File: src/sas_pkg.sv
// shared constants and types for the sar adc sequencer
package sas_pkg;

	// ----------------------------------------------------------
	// register map and fields
	// ----------------------------------------------------------
	localparam logic [7:0] SAS_OFF_CTRL  = 8'h3C;
	localparam logic [7:0] SAS_OFF_DATA  = 8'h40;
	localparam logic [7:0] SAS_OFF_PDATA = 8'h44;
	localparam logic [7:0] SAS_OFF_PDIR  = 8'h48;
	localparam int         SAS_BIT_DONE  = 7;
	localparam int         SAS_BIT_IEN   = 6;
	localparam int         SAS_BIT_CONT  = 5;
	localparam logic [4:0] SAS_CH_OFF    = 5'h1F;
	localparam logic [7:0] SAS_CTRL_RST  = 8'h1F;
	localparam logic [7:0] SAS_ZERO8     = 8'h00;
	localparam logic [3:0] SAS_PORT_RST  = 4'h0;
	localparam logic [7:0] SAS_TRIAL_RST = 8'h80;

	// ----------------------------------------------------------
	// timing
	// ----------------------------------------------------------
	localparam int SAS_CLK_PERIOD_NS = 5;
	localparam int SAS_ADC_PERIOD_NS = 1000;
	localparam int SAS_ADC_DIV       =
		(SAS_ADC_PERIOD_NS + SAS_CLK_PERIOD_NS - 1) / SAS_CLK_PERIOD_NS;
	localparam int SAS_TICKS_MIN     = 16;
	localparam int SAS_TICKS_MAX     = 17;
	localparam int SAS_CLKS_MIN      = SAS_TICKS_MIN * SAS_ADC_DIV;
	localparam int SAS_CLKS_MAX      = SAS_TICKS_MAX * SAS_ADC_DIV;
	localparam logic [4:0] SAS_SAMPLE_TICK = 5'h01;
	localparam logic [4:0] SAS_LAST_TRIAL  = 5'h09;
	localparam logic [4:0] SAS_DONE_TICK   = 5'h11;

	// ----------------------------------------------------------
	// carriers and states
	// ----------------------------------------------------------
	typedef struct packed {
		logic [7:0] addr;
		logic [7:0] wdata;
		logic       wr;
		logic       rd;
	} sas_bus_t;

	typedef struct packed {
		logic [4:0] chan;
		logic       power_down;
		logic       sample;
		logic [7:0] trial;
	} sas_ana_t;

	typedef enum logic [1:0] {
		SAS_IDLE = 2'b00,
		SAS_CONV = 2'b01,
		SAS_HALT = 2'b10
	} sas_state_t;

	// one-hot port pin taken by a channel code, zero for others
	function automatic logic [3:0] sas_pin_hit(input logic [4:0] ch);
		sas_pin_hit = (ch[4:2] == 3'b000) ? (4'h1 << ch[1:0]) : 4'h0;
	endfunction : sas_pin_hit

endpackage : sas_pkg

File: src/sas_adc_seq.sv
// converter sequencer top: registers, control fsm, pin sharing
//
// The plain strobed port is this design's own decision.
`timescale 1ns/100ps
module sas_adc_seq
	import sas_pkg::*;
(
	input  wire logic       clk_i,
	input  wire logic       reset_n_i,
	input  wire sas_bus_t   bus_i,
	output logic [7:0]      rdata_o,
	input  wire logic       wait_i,
	input  wire logic       stop_i,
	input  wire logic       cmp_i,
	output sas_ana_t        ana_o,
	input  wire logic [3:0] pin_i,
	output logic [3:0]      pin_o,
	output logic [3:0]      pin_oe_n_o,
	output logic            irq_o,
	output logic            dma_req_o
);
	// ----------------------------------------------------------
	// declarations
	// ----------------------------------------------------------
	sas_state_t state_r;
	sas_state_t state_nxt;
	logic       done_flag_r;
	logic       irq_en_r;
	logic       cont_r;
	logic [4:0] chan_r;
	logic [7:0] data_r;
	logic [3:0] pdata_r;
	logic [3:0] pdir_r;
	logic       pend_r;
	logic       resume_r;
	logic       pwr_dn_r;
	logic [7:0] rdata_r;
	logic [7:0] rdata_nxt;
	logic [7:0] div_r;
	logic       tick;
	logic       wr_ctrl;
	logic       rd_data;
	logic       new_on;
	logic       start;
	logic       done_raw;
	logic       done;
	logic       sample;
	logic [7:0] trial;
	logic [3:0] pin_rd;
	logic [3:0] pin_sel;

	// ----------------------------------------------------------
	// bus decode
	// ----------------------------------------------------------
	assign wr_ctrl = bus_i.wr && bus_i.addr == SAS_OFF_CTRL;
	assign rd_data = bus_i.rd && bus_i.addr == SAS_OFF_DATA;
	assign new_on  = bus_i.wdata[4:0] != SAS_CH_OFF;
	assign pin_sel = sas_pin_hit(chan_r);
	// a completion counts only while still converting, so an
	// off-code write mid-conversion throws its result away
	assign done    = done_raw && state_r == SAS_CONV;

	// ----------------------------------------------------------
	// adc clock divider
	// ----------------------------------------------------------

	// free running so a start lands at any phase of the adc
	// clock; held in stop since the converter is inactive
	always_ff @(posedge clk_i or negedge reset_n_i) begin
		if (!reset_n_i)
			div_r <= 8'h00;
		else if (stop_i || div_r == 8'(SAS_ADC_DIV - 1))
			div_r <= 8'h00;
		else
			div_r <= div_r + 8'h01;
	end

	assign tick = !stop_i && div_r == 8'(SAS_ADC_DIV - 1);

	// ----------------------------------------------------------
	// control state machine
	// ----------------------------------------------------------

	// wait_i is deliberately not an input here: the converter
	// runs on through wait mode
	always_comb begin
		state_nxt = state_r;
		start     = 1'b0;
		case (state_r)
			SAS_IDLE: begin
				if (stop_i)
					state_nxt = SAS_HALT;
				else if (wr_ctrl && new_on) begin
					state_nxt = SAS_CONV;
					start     = 1'b1;
				end
			end
			SAS_CONV: begin
				if (stop_i)
					state_nxt = SAS_HALT;
				else if (wr_ctrl) begin
					// any control register write abandons the conversion in flight
					state_nxt = new_on ? SAS_CONV : SAS_IDLE;
					start     = new_on;
				end else if (done) begin
					state_nxt = cont_r ? SAS_CONV : SAS_IDLE;
					start     = cont_r;
				end
			end
			SAS_HALT: begin
				// a write in the exit cycle overrides the saved intent
				if (!stop_i && (wr_ctrl ? new_on : resume_r)) begin
					state_nxt = SAS_CONV;
					start     = 1'b1;
				end else if (!stop_i)
					state_nxt = SAS_IDLE;
			end
			default: state_nxt = SAS_IDLE;
		endcase
	end

	// state register
	always_ff @(posedge clk_i or negedge reset_n_i) begin
		if (!reset_n_i)
			state_r <= SAS_IDLE;
		else
			state_r <= state_nxt;
	end

	// remember whether to pick up again once stop is left
	always_ff @(posedge clk_i or negedge reset_n_i) begin
		if (!reset_n_i)
			resume_r <= 1'b0;
		else if (stop_i && wr_ctrl)
			resume_r <= new_on;
		else if (stop_i && state_r != SAS_HALT)
			resume_r <= (state_r == SAS_CONV || cont_r) &&
				chan_r != SAS_CH_OFF;
	end

	// ----------------------------------------------------------
	// status and control register
	// ----------------------------------------------------------

	// enable, continuous and channel fields
	always_ff @(posedge clk_i or negedge reset_n_i) begin
		if (!reset_n_i) begin
			irq_en_r <= SAS_CTRL_RST[SAS_BIT_IEN];
			cont_r   <= SAS_CTRL_RST[SAS_BIT_CONT];
			chan_r   <= SAS_CTRL_RST[4:0];
		end else if (wr_ctrl) begin
			irq_en_r <= bus_i.wdata[SAS_BIT_IEN];
			cont_r   <= bus_i.wdata[SAS_BIT_CONT];
			chan_r   <= bus_i.wdata[4:0];
		end
	end

	// done flag: a completion beats a clear in the same cycle;
	// with irq enabled the bit is only the request selector
	always_ff @(posedge clk_i or negedge reset_n_i) begin
		if (!reset_n_i)
			done_flag_r <= SAS_CTRL_RST[SAS_BIT_DONE];
		else if (done && !irq_en_r)
			done_flag_r <= 1'b1;
		else if (wr_ctrl)
			done_flag_r <= bus_i.wdata[SAS_BIT_IEN] &&
				bus_i.wdata[SAS_BIT_DONE];
		else if (rd_data && !irq_en_r)
			done_flag_r <= 1'b0;
	end

	// pending request; set wins over clear
	always_ff @(posedge clk_i or negedge reset_n_i) begin
		if (!reset_n_i)
			pend_r <= 1'b0;
		else if (done && irq_en_r)
			pend_r <= 1'b1;
		else if (rd_data || wr_ctrl)
			pend_r <= 1'b0;
	end

	// not gated by wait_i, so it doubles as the wakeup source
	assign irq_o     = pend_r && !done_flag_r;
	assign dma_req_o = pend_r && done_flag_r;

	// ----------------------------------------------------------
	// result and port registers
	// ----------------------------------------------------------

	// overwritten each completion whether read or not
	always_ff @(posedge clk_i or negedge reset_n_i) begin
		if (!reset_n_i)
			data_r <= SAS_ZERO8;
		else if (done)
			data_r <= trial;
	end

	// port latches always take writes; only the pin ignores them
	always_ff @(posedge clk_i or negedge reset_n_i) begin
		if (!reset_n_i) begin
			pdata_r <= SAS_PORT_RST;
			pdir_r  <= SAS_PORT_RST;
		end else if (bus_i.wr) begin
			if (bus_i.addr == SAS_OFF_PDATA)
				pdata_r <= bus_i.wdata[3:0];
			if (bus_i.addr == SAS_OFF_PDIR)
				pdir_r <= bus_i.wdata[3:0];
		end
	end

	// ----------------------------------------------------------
	// read path
	// ----------------------------------------------------------
	always_comb begin
		rdata_nxt = SAS_ZERO8;
		if (bus_i.rd) begin
			case (bus_i.addr)
				SAS_OFF_CTRL:
					rdata_nxt = {done_flag_r, irq_en_r, cont_r, chan_r};
				SAS_OFF_DATA:
					rdata_nxt = data_r;
				SAS_OFF_PDATA:
					rdata_nxt = {4'h0, pin_rd};
				SAS_OFF_PDIR:
					rdata_nxt = {4'h0, pdir_r};
				default:
					rdata_nxt = SAS_ZERO8;
			endcase
		end
	end

	// read data stand for exactly one cycle
	always_ff @(posedge clk_i or negedge reset_n_i) begin
		if (!reset_n_i)
			rdata_r <= SAS_ZERO8;
		else
			rdata_r <= rdata_nxt;
	end

	assign rdata_o = rdata_r;

	// ----------------------------------------------------------
	// analog front end drive
	// ----------------------------------------------------------

	// analog bias off for the off code and during stop
	always_ff @(posedge clk_i or negedge reset_n_i) begin
		if (!reset_n_i)
			pwr_dn_r <= 1'b1;
		else
			pwr_dn_r <= chan_r == SAS_CH_OFF || stop_i;
	end

	assign ana_o.chan       = chan_r;
	assign ana_o.power_down = pwr_dn_r;
	assign ana_o.sample     = sample;
	assign ana_o.trial      = trial;

	// ----------------------------------------------------------
	// submodules
	// ----------------------------------------------------------
	sas_sar_core u_sar (
		.clk_i     (clk_i),
		.reset_n_i (reset_n_i),
		.start_i   (start),
		.run_i     (state_r == SAS_CONV),
		.tick_i    (tick),
		.cmp_i     (cmp_i),
		.sample_o  (sample),
		.trial_o   (trial),
		.done_o    (done_raw)
	);

	sas_port_mux u_port (
		.clk_i      (clk_i),
		.reset_n_i  (reset_n_i),
		.sel_i      (pin_sel),
		.data_i     (pdata_r),
		.dir_i      (pdir_r),
		.pin_i      (pin_i),
		.pin_o      (pin_o),
		.pin_oe_n_o (pin_oe_n_o),
		.rd_o       (pin_rd)
	);

	// ----------------------------------------------------------
	// checks
	// ----------------------------------------------------------

	// cycles since the latest start, for the length check
	logic [12:0] conv_cnt_r;
	always_ff @(posedge clk_i or negedge reset_n_i) begin
		if (!reset_n_i)
			conv_cnt_r <= 13'h0000;
		else if (start)
			conv_cnt_r <= 13'h0000;
		else if (conv_cnt_r != 13'h1FFF)
			conv_cnt_r <= conv_cnt_r + 13'h0001;
	end
endmodule : sas_adc_seq

File: src/sas_sar_core.sv
// successive approximation engine with tick-based sequencing
`timescale 1ns/100ps
module sas_sar_core
	import sas_pkg::*;
(
	input  wire logic       clk_i,
	input  wire logic       reset_n_i,
	input  wire logic       start_i,
	input  wire logic       run_i,
	input  wire logic       tick_i,
	input  wire logic       cmp_i,
	output logic            sample_o,
	output logic [7:0]      trial_o,
	output logic            done_o
);
	logic [4:0] tcnt_r;
	logic [4:0] tcnt_nxt;
	logic       sample_r;
	logic       done_r;
	logic [7:0] trial_r;

	assign tcnt_nxt = tcnt_r + 5'h01;
	assign sample_o = sample_r;
	assign trial_o  = trial_r;
	assign done_o   = done_r;

	// tick counter, cleared by a fresh start or when not running
	always_ff @(posedge clk_i or negedge reset_n_i) begin
		if (!reset_n_i)
			tcnt_r <= 5'h00;
		else if (start_i || !run_i)
			tcnt_r <= 5'h00;
		else if (tick_i)
			tcnt_r <= tcnt_nxt;
	end

	// sampling window spans the first adc clock
	always_ff @(posedge clk_i or negedge reset_n_i) begin
		if (!reset_n_i)
			sample_r <= 1'b0;
		else if (start_i)
			sample_r <= 1'b1;
		else if (!run_i || (tick_i && tcnt_nxt == SAS_SAMPLE_TICK))
			sample_r <= 1'b0;
	end

	// one bit judged per tick, msb first; input above the
	// reference keeps every bit so the code saturates at FF
	for (genvar b = 0; b < 8; b++) begin : g_bit
		localparam logic [4:0] JUDGE = SAS_LAST_TRIAL - 5'(b);
		always_ff @(posedge clk_i or negedge reset_n_i) begin
			if (!reset_n_i)
				trial_r[b] <= SAS_TRIAL_RST[b];
			else if (start_i)
				trial_r[b] <= SAS_TRIAL_RST[b];
			else if (run_i && tick_i) begin
				if (tcnt_nxt == JUDGE)
					trial_r[b] <= cmp_i;
				else if (tcnt_nxt == JUDGE - 5'h01)
					trial_r[b] <= 1'b1;
			end
		end
	end

	// completion on the 17th tick; free divider phase gives 16..17
	always_ff @(posedge clk_i or negedge reset_n_i) begin
		if (!reset_n_i)
			done_r <= 1'b0;
		else
			done_r <= run_i && !start_i && tick_i &&
				(tcnt_nxt == SAS_DONE_TICK);
	end
endmodule : sas_sar_core

File: src/sas_port_mux.sv
// shared port pin override and readback for the converter
`timescale 1ns/100ps
module sas_port_mux
	import sas_pkg::*;
(
	input  wire logic       clk_i,
	input  wire logic       reset_n_i,
	input  wire logic [3:0] sel_i,
	input  wire logic [3:0] data_i,
	input  wire logic [3:0] dir_i,
	input  wire logic [3:0] pin_i,
	output logic [3:0]      pin_o,
	output logic [3:0]      pin_oe_n_o,
	output logic [3:0]      rd_o
);
	// pin drivers are registered so the pads never glitch
	for (genvar p = 0; p < 4; p++) begin : g_pin
		always_ff @(posedge clk_i or negedge reset_n_i) begin
			if (!reset_n_i) begin
				pin_o[p]      <= 1'b0;
				pin_oe_n_o[p] <= 1'b1;
			end else begin
				pin_o[p]      <= data_i[p];
				pin_oe_n_o[p] <= !(dir_i[p] && !sel_i[p]);
			end
		end

		// converter pin never shows its noisy analog level
		always_comb begin
			if (sel_i[p])
				rd_o[p] = dir_i[p] & data_i[p];
			else
				rd_o[p] = dir_i[p] ? data_i[p] : pin_i[p];
		end

	end
endmodule : sas_port_mux

File: config.mk
export PLATFORM = sky130hd
export DESIGN_NAME = sas_adc_seq
export DESIGN_NICKNAME = d
export VERILOG_FILES = /design/src/sas_pkg.sv /design/src/sas_adc_seq.sv /design/src/sas_sar_core.sv /design/src/sas_port_mux.sv
export SDC_FILE = /design/constraint.sdc
export NUM_CORES = 1
export LEC_CHECK = 0
export BUFFER_PORTS_ARGS = -buffer_cell sky130_fd_sc_hd__buf_2
export CAP_MARGIN = 20
export CORE_MARGIN = 2
export CORE_UTILIZATION = 40
export CTS_CLUSTER_SIZE = 8
export DETAILED_ROUTE_END_ITERATION = 6
export GPL_ROUTABILITY_DRIVEN = 0
export GPL_TIMING_DRIVEN = 1
export PLACE_DENSITY = 0.65
export SLEW_MARGIN = 25
export SYNTH_ARGS = -nofsm -noshare
export SYNTH_HDL_FRONTEND = slang
export SYNTH_SLANG_ARGS = --single-unit
File: constraint.sdc
create_clock -name clk_i -period 1.9 [get_ports clk_i]
set_input_delay 0.095 -clock clk_i [delete_from_list [all_inputs] [get_ports clk_i]]
set_output_delay 0.095 -clock clk_i [all_outputs]
set_load 0.02 [all_outputs]
==> out/results.ini, run 1 <==
[routing]
vias_per_cell = 5.277
wl_per_cell_um = 15.74
dr.first_iter.drc_count = 70
firstDrtPassIters = 6
drt-total-wl_um = 7680
drc = 0
ant_nets = 0
via_count = 2575

[grt]
grt_pass1_wl_um = 12600
use_met1_pct = 23.91
track_usage_pct = 18.29
use_met3_pct = 3.162
grt_util_met2_pct = 29.14
grt_pass1_vias = 2558
gr-max-usage-layer = met2
grt_max_degree = 29
grt_overflow = 0
antenna_found_initial = 0

[worst_setup_path]
crit_arrival_ns = 2.08
reg2reg_setup_slack_ns = 0.06
r2r_start = div_r[5]
r2r_cells = 7
crit_fanout = 5
worstSetupPathType = reg -> reg
required_ns = 2.14
r2r-end = u_sar.tcnt_r[3]
crit_path_end_kind = flop
startpoint_type = flop

[clock_tree]
cts.reportedPaths.clkPinSlew_ns = 0.08
cts_tree = yes
cts_buffers = 9
clock-sinks = 68
cts_max_path_buffers = 2
clock_latency_ns = 0.34
root_buffer = clkbuf_8
ctsHtreeMaxLevel = 3

[floorplan]
dieHeight_um = 95.05
core_area_um2 = 8134
io_pins = 60
fp.dieW_um = 95.05
die_area_um2 = 9034
rows = 33
start_util_pct = 40.76

[synth]
synthTopCellsByArea = dfrtp_1 (43%), dfstp_2 (8.7%), mux2_2 (8.2%), a21oi_1 (2.6%), ha_1 (2.3%)
synth.most_common_cell = dfrtp_1
synth_area_um2 = 3316
synth-edff-count = 0
synth_top_cell_area_share_pct = 43.02
yosys_warnings = 0
synthMuxAreaShare_pct = 8.755
synth_xor_area_share_pct = 2.906
synth_fa_ha_area_share_pct = 2.264
yosys.area_share.simple_pct = 15.62
ys_seq_area_share_pct = 51.74
synth-seq-cells = 68
synth.net_count = 329
postSynthAreaPerCell_um2 = 11.20
synth_top_family_by_area = simple AND/OR/NAND/NOR gates
synthTopCellsByCount = dfrtp_1 (57), mux2_2 (24), nor2_1 (20), a21oi_1 (17), nand2_1 (17)
synth_area_leader_cell = dfrtp_1
synth_compound_area_share_pct = 15.58
async_flop_share_pct = 100.0
netlist-cell-type-count = 59
ys.flop_type = dfrtp_1
synth_cells = 296

[sta]
setup_viol = 0
timing.final.ws_setup_ns = 0.05589
fmax_mhz = 542.3
finClkSkew_ns = 0.01265
maxSlewHeadroom_pct = 55.61
drv_slew = 0
finalSetupTns_ns = 0
rsz0062_at_grt = true
min_period_over_period_pct = 97.06
timing.hold.ws_ns = 0.01565
tightest_slew_ns = 0.6659
period_needed_ns = 1.844
final_hold_viol_count = 0

[pwr]
total_power_mw = 2.866
power_leakage_nw = 1.898
ir_worst_vdd_mv = 0.3477
power_per_cell_area_nw_per_um2 = 698.7

[final_layout]
fin_nets = 411
fin_area_um2 = 4103
area_growth_pct = 23.74
postLayoutCoreUtil_pct = 50.44
drive_gt1_share_pct = 40.21
fin_cells = 488
n_antenna_cell = 0

[worst_hold_path]
hold_class = in -> reg
worst_hold_startpoint = bus_i[8]
worstHoldEndpoint = irq_en_r
min_delay_path_depth = 2

[place]
port_buffers = 58
hpwl_um = 5756
place_area_um2 = 3885
dp_worst_setup_slack_ns = -0.06690
dpl.cell_count = 468

[run]
maxCapViolCount = 0

[status]
status = complete, no violations

==> critical path, stage by stage (launching register included) <==
cell     delay (ns)
dfrtp_1        0.38
or4b_4         0.56
buf_4          0.17
nor3_2         0.14
buf_4          0.16
nand4_1        0.12
xnor2_1        0.17
nor2_1         0.05
==> flip-flops by register name, summed over array words and instances (netlist names), 2 cells and up <==
signal,flops
u_sar.trial_o,8
chan_r,5
state_r,2
u_port.pin_oe_n_o,4
u_port.pin_o,4
pdir_r,4
u_sar.tcnt_r,5
pdata_r,4
data_r,8
rdata_o,8
div_r,8
==> repair_timing <==
item                       in CTS  in global routing
hold buffers                    1                  0
setup endpoints to repair       7                 10
buffers inserted                0                  3
pin swaps                       1                  3
gates resized for setup         0                  6
hold endpoints to repair       19                  0
==> cells in the final DEF (no fill, tap or decap), types with 6 or more instances in the layout <==
master,count
inv_1,7
dfrtp_1,57
a22oi_1,7
clkbuf_8,10
buf_4,24
o21ai_0,6
dfstp_2,11
nor2_1,20
buf_2,58
mux2_2,24
nand2_1,17
ha_1,6
and2_1,7
a21oi_1,17
xnor2_1,6
nand3_1,11
==> kinds of logic (layout without fill, tap and decap cells) <==
logic type                 after synthesis  in the layout
DFF                                     68             68
and+or+nand+nor                         94             94
buffers and inverters                   21            108
adders and majority gates                6              6
xor gates and xnor gates                11             11
AOI/OAI and AO/OA                       70             70
muxes                                   26             26
==> layer usage <==
metal	routed length, µm	vias up
met4	240	0
met2	3512	76
met1	3514	1239
met3	413	18
met5	0	-
li1	-	1242
==> area by class of cell <==
class / count / area, µm²
Multi-Input combinational cell: 207 / 1539
Clock inverter: 5 / 28.78
Timing Repair Buffer: 85 / 520.5
Inverter: 7 / 26.28
Fill cell: 745 / 4031
Clock buffer: 11 / 141.4
Tap cell: 105 / 131.4
Sequential cell: 68 / 1715
==> worst max path at each step <==
stage,from,end,slack (ns),cells past startpoint
2_1_floorplan,div_r[5],u_sar.trial_o[3],0.008,5
3_3_place_gp,div_r[5],u_sar.trial_o[3],-0.05,5
3_5_place_dp,div_r[5],u_sar.trial_o[4],-0.07,5
4_1_cts,div_r[5],u_sar.sample_o,0.02,7
5_1_grt,div_r[5],u_sar.trial_o[5],-0.04,5
6_report,div_r[5],u_sar.tcnt_r[3],0.06,7
==> power by group <==
part / leakage [nW] / internal [mW] / switching [mW]
Clock: 0.0928 / 0.503 / 0.550
Sequential: 0.893 / 1.50 / 0.0371
Combinational: 0.912 / 0.112 / 0.165
Power figures use the tool's default switching activity.
==> run 2, diff against run 1 <==
--- a/config.mk
+++ b/config.mk
@@ -14,6 +14,7 @@
 export GPL_ROUTABILITY_DRIVEN = 0
 export GPL_TIMING_DRIVEN = 1
 export PLACE_DENSITY = 0.65
+export REMOVE_ABC_BUFFERS = 1
 export SLEW_MARGIN = 25
 export SYNTH_ARGS = -nofsm -noshare
 export SYNTH_HDL_FRONTEND = slang
==> run 2 against run 1 <==
Effect of this change:
- the flow now finishes with violations (negative setup slack)
- clock skew shrank 0.0014 ns
- combinational power is essentially flat
- register-to-register slack lost 0.09 ns
- die area is the same
- worst setup slack lost 0.086 ns
- fmax shrank 4.4%
- power grew 14%
- first-iteration DRC count grew 80%
- worst hold slack gained 0.026 ns
- sequential power is essentially flat
==> out/results.ini, run 2 (synthesized netlist as in run 1, its figures left out) <==
[worst_setup_path]
startpoint_type = flop
crit_chain = or4b_4, nor4_4, buf_4, o21a_1, a21oi_1, a311oi_1
crit_fanout = 4
worstSetupPathType = reg -> reg
critPathTopFamily = simple AND/OR/NAND/NOR gates
crit_buf_inv = 1
crit_path_end_kind = flop
crit_arrival_ns = 2.17
required_ns = 2.14
slowest_stage = or4b_4
slowest_delay_ns = 0.57

[sta]
finClkSkew_ns = 0.01122
min_period_over_period_pct = 101.6
tightest_slew_ns = 0.4890
rsz0062_at_grt = true
period_needed_ns = 1.930
maxSlewHeadroom_pct = 67.10
setup_viol = 5
drv_slew = 0
timing.hold.ws_ns = 0.04170
finalSetupTns_ns = -0.08486
fmax_mhz = 518.1
final_hold_viol_count = 0
timing.final.ws_setup_ns = -0.02999

[clock_tree]
root_buffer = clkbuf_8
cts.reportedPaths.clkPinSlew_ns = 0.08
cts_tree = yes
ctsHtreeMaxLevel = 3
cts_buffers = 9
clock-sinks = 68
clock_latency_ns = 0.34
cts_max_path_buffers = 2

[routing]
drc = 0
dr.first_iter.drc_count = 126
drt-total-wl_um = 7464
via_count = 2578
ant_nets = 0
firstDrtPassIters = 4
wl_per_cell_um = 15.08
vias_per_cell = 5.208

[place]
place_area_um2 = 3882
hpwl_um = 5426
port_buffers = 58
dp_worst_setup_slack_ns = -0.1188

[final_layout]
final_common_cell = buf_2
drive_gt1_share_pct = 40.77
fin_nets = 418
area_growth_pct = 27.74
final_cell_mix = buf_2 (58), dfrtp_1 (57), buf_4 (28)
fin_area_um2 = 4235
n_antenna_cell = 0

[grt]
grt_overflow = 0
grt_pass1_wl_um = 12430
track_usage_pct = 17.94
grt_max_degree = 69
antenna_found_initial = 0
grt_pass1_vias = 2525

[pwr]
clkPwrFrac_pct = 44.5
p_int_mw = 2.493
power_per_cell_area_nw_per_um2 = 770.5
power_leakage_nw = 1.964
switching_power_mw = 0.7701
swShare_pct = 23.60
seqPwrFrac_pct = 47.0
ir_worst_vdd_mv = 0.4730
power_frac_comb_pct = 8.5

[floorplan]
io_pins = 60
core_area_um2 = 8134
rows = 33
start_util_pct = 40.76
die_area_um2 = 9034
fp.dieW_um = 95.05
dieHeight_um = 95.05

[status]
violations = negative setup slack
status = finished with violations

[worst_hold_path]
hold_class = in -> reg

[run]
maxCapViolCount = 0

## run 2: changes by cell type in the layout (fill, tap and decap cells not counted), moves of 2 or more
cell	change
clkinv_2	-4
inv_6	+2
bufinv_16	+3
clkinvlp_4	+2
buf_4	+4
dlygate4sd3_1	+3
## run 2: power by group through the flow
stage | Combinational (mW) | Sequential (mW) | Clock [mW]
6_report | 0.276 | 1.53 | 1.45
4_1_cts | 0.281 | 1.53 | 1.49
5_1_grt | 0.309 | 1.54 | 1.56
3_5_place_dp | 0.271 | 1.56 | 0
3_3_place_gp | 0.267 | 1.56 | 0
2_1_floorplan | 0.113 | 1.58 | 0
## run 2: path summary, 6_finish.rpt
path	start	endpoint	slack, ns	depth (start not counted)
hold / removal	bus_i[3]	pdata_r[1]	0.04	2
setup reg to reg	div_r[5]	u_sar.trial_o[6]	-0.03	6
max in group asynchronous	reset_n_i	pwr_dn_r	1.25	3
min in group asynchronous	reset_n_i	u_port.pin_o[1]	0.29	3
hold reg to reg	pdata_r[2]	u_port.pin_o[2]	0.40	0
setup / recovery	div_r[5]	u_sar.trial_o[6]	-0.03	6
## run 2: worst register-to-register path: cells and delay by family, from the launching register on
kind            cells  cell delay, ns
buf+inv             1            0.18
flops               1            0.38
compound gates      3            0.40
simple gates        2            0.88
## run 2: metrics by stage
step | total power [mW] | utilization, % | instances
final | 3.263 | 52.07 | 495
after global routing | 3.411 | 52.07 | 495
after CTS | 3.303 | 51.81 | 495
after detailed placement | 1.832 | 47.73 | 473
after global placement | 1.827 | 47.73 | 473
after floorplan | 1.690 | - | 282
## run 2: final cells by class
class / instances / area (µm²)
clock inverters: 7 / 122.6
repair buffers: 92 / 580.6
inverters: 7 / 26.28
well taps: 105 / 131.4
clock buffers: 9 / 123.9
multi-input cells: 207 / 1535
flip-flops and latches: 68 / 1715
fillers: 745 / 3899
## run 2: timing repair
item                                   in CTS  in global routing
pin swaps                                  12                  5
endpoints found under the hold margin      60                  0
resized for setup                           4                  6
setup endpoints to repair                  11                 13
setup buffers                               2                  0
hold buffers                                4                  0
## run 2: layer usage
layer	vias up	global-route usage [%]	share of wire [%]
li1	1263	-	-
met1	1232	23.98	46
met2	67	27.66	46
met3	16	5.296	5.5
met4	0	6.643	2.1
met5	-	0	0
==> run 3, diff against run 2 <==
==> constraint.sdc (replaced) <==
create_clock -name clk_i -period 1.7 [get_ports clk_i]
set_input_delay 0.085 -clock clk_i [delete_from_list [all_inputs] [get_ports clk_i]]
set_output_delay 0.085 -clock clk_i [all_outputs]
set_load 0.02 [all_outputs]
==> run 3 against run 2 <==
Effect of this change:
- fmax decreased by 2.3%
- the run still ends with negative setup slack left
- worst hold slack got worse by 0.021 ns
- die area unchanged
- design area increased by 2.4%
- sequential power increased by 12%
- critical endpoint is now u_sar.trial_o[4]
- critical path depth increased by 1
- flip-flop and latch count unchanged
- critical path type unchanged
==> out/results.ini, run 3 (synthesized netlist as in run 1, its figures left out) <==
[status]
status = finished with violations
violations = negative setup slack

[final_layout]
final_cell_mix = buf_2 (58), dfrtp_1 (57), buf_4 (40)
drive_gt1_share_pct = 44.94
n_antenna_cell = 0
area_growth_pct = 30.83
final_common_cell = buf_2
fin_nets = 433

[clock_tree]
cts_tree = yes
cts_max_path_buffers = 2
clock_latency_ns = 0.35
ctsHtreeMaxLevel = 3
root_buffer = clkbuf_8
clock-sinks = 68
cts_buffers = 9
cts.reportedPaths.clkPinSlew_ns = 0.08

[worst_setup_path]
cp_common_cell = buf_4
required_ns = 1.96
crit_arrival_ns = 2.24
startpoint_type = flop
crit_chain = or4b_4, nor4_4, buf_4, o21a_1, buf_4, a21oi_2, a211oi_1
worstSetupPathType = reg -> reg
crit_fanout = 4
crit_path_end_kind = flop
slowest_stage = or4b_4
slowest_delay_ns = 0.56

[pwr]
power_per_cell_area_nw_per_um2 = 757.3
ir_worst_vdd_mv = 0.3948
power_leakage_nw = 2.025

[routing]
via_count = 2642
vias_per_cell = 5.180
drc = 0
ant_nets = 0
wl_per_cell_um = 15.08
dr.first_iter.drc_count = 108
drt-total-wl_um = 7691
firstDrtPassIters = 5

[sta]
finClkSkew_ns = 0.008736
final_hold_viol_count = 0
finalSetupTns_ns = -3.342
timing.final.ws_setup_ns = -0.2764
rsz0062_at_grt = true
min_period_over_period_pct = 116.3
setup_viol = 21
period_needed_ns = 1.976
tightest_slew_ns = 0.4880
timing.hold.ws_ns = 0.02090
maxSlewHeadroom_pct = 67.36
fmax_mhz = 506.0
drv_slew = 0

[floorplan]
start_util_pct = 40.76
io_pins = 60
core_area_um2 = 8134
die_area_um2 = 9034
rows = 33
dieHeight_um = 95.05
fp.dieW_um = 95.05

[place]
port_buffers = 58
hpwl_um = 5700

[grt]
grt_pass1_wl_um = 12290
antenna_found_initial = 0
track_usage_pct = 18.02
grt_overflow = 0
grt_max_degree = 23
grt_pass1_vias = 2543

[run]
maxCapViolCount = 0

[worst_hold_path]
hold_class = in -> reg

-- run 3: cell count changes in the layout (fill, tap and decap cells not counted), sizes merged --
| cell | before | now |
|---|---|---|
| buf | 88 | 103 |
| bufinv | 3 | 0 |
| clkinv | 0 | 2 |
| clkbuf | 9 | 10 |
| clkinvlp | 2 | 3 |
| inv | 9 | 8 |
-- run 3: stage by stage --
step                      power, mW  worst slack, ns  instance area, µm²  util [%]  cells
after floorplan               1.889          -0.3341                3238         -    282
after global placement        2.052          -0.2760                3960     48.68    485
after detailed placement      2.059          -0.3413                3960     48.68    485
after CTS                     3.323          -0.2486                4255     52.32    506
after global routing          3.432          -0.3712                4338     53.33    510
final                         3.285          -0.2764                4338     53.33    510
-- run 3: cell type report --
| type | instances | area (µm²) |
|---|---|---|
| fill | 726 | 3796 |
| sequential | 68 | 1715 |
| multi-input combinational | 207 | 1592 |
| timing repair buffer | 107 | 686.9 |
| clock buffer | 10 | 137.6 |
| tap | 105 | 131.4 |
| clock inverter | 6 | 48.80 |
| inverter | 7 | 26.28 |
-- run 3: worst paths after layout --
check	startpoint	end	slack, ns	cells past startpoint
worst max register to register	div_r[4]	u_sar.trial_o[4]	-0.28	7
max in group asynchronous	reset_n_i	chan_r[1]	0.93	3
worst min-delay path	bus_i[3]	pdata_r[1]	0.02	2
worst min register to register	pdata_r[2]	u_port.pin_o[2]	0.41	0
worst max-delay path	div_r[4]	u_sar.trial_o[4]	-0.28	7
min in group asynchronous	reset_n_i	u_port.pin_o[3]	0.13	2
-- run 3: metal layers --
| metal | routed length [µm] | up-vias | track usage (%) | share of wire [%] |
|---|---|---|---|---|
| met5 | 0 | - | 0 | 0 |
| met4 | 113 | 0 | 6.159 | 1.5 |
| met1 | 3415 | 1252 | 23.08 | 44 |
| met3 | 455 | 10 | 5.217 | 5.9 |
| li1 | - | 1292 | - | - |
| met2 | 3707 | 88 | 29.31 | 48 |
-- run 3: critical path, delay by kind of cell, from the launching register on --
kind                   cells  cell delay, ns
AO/OA/AOI/OAI              3            0.35
AND/OR/NAND/NOR            2            0.87
flip-flops                 1            0.38
buffers and inverters      2            0.30
-- run 3: timing repair --
item,CTS,global route
pin swaps,14,10
setup endpoints to repair,15,23
hold endpoints to repair,63,0
gates resized for setup,14,13
buffers inserted,1,5
hold buffers,4,0
-- run 3: power breakdown --
part | internal, mW | switching, mW | total (mW)
logic | 0.138 | 0.191 | 0.329
clock network | 0.578 | 0.669 | 1.25
registers | 1.68 | 0.0344 | 1.71
total | 2.39 | 0.894 | 3.29
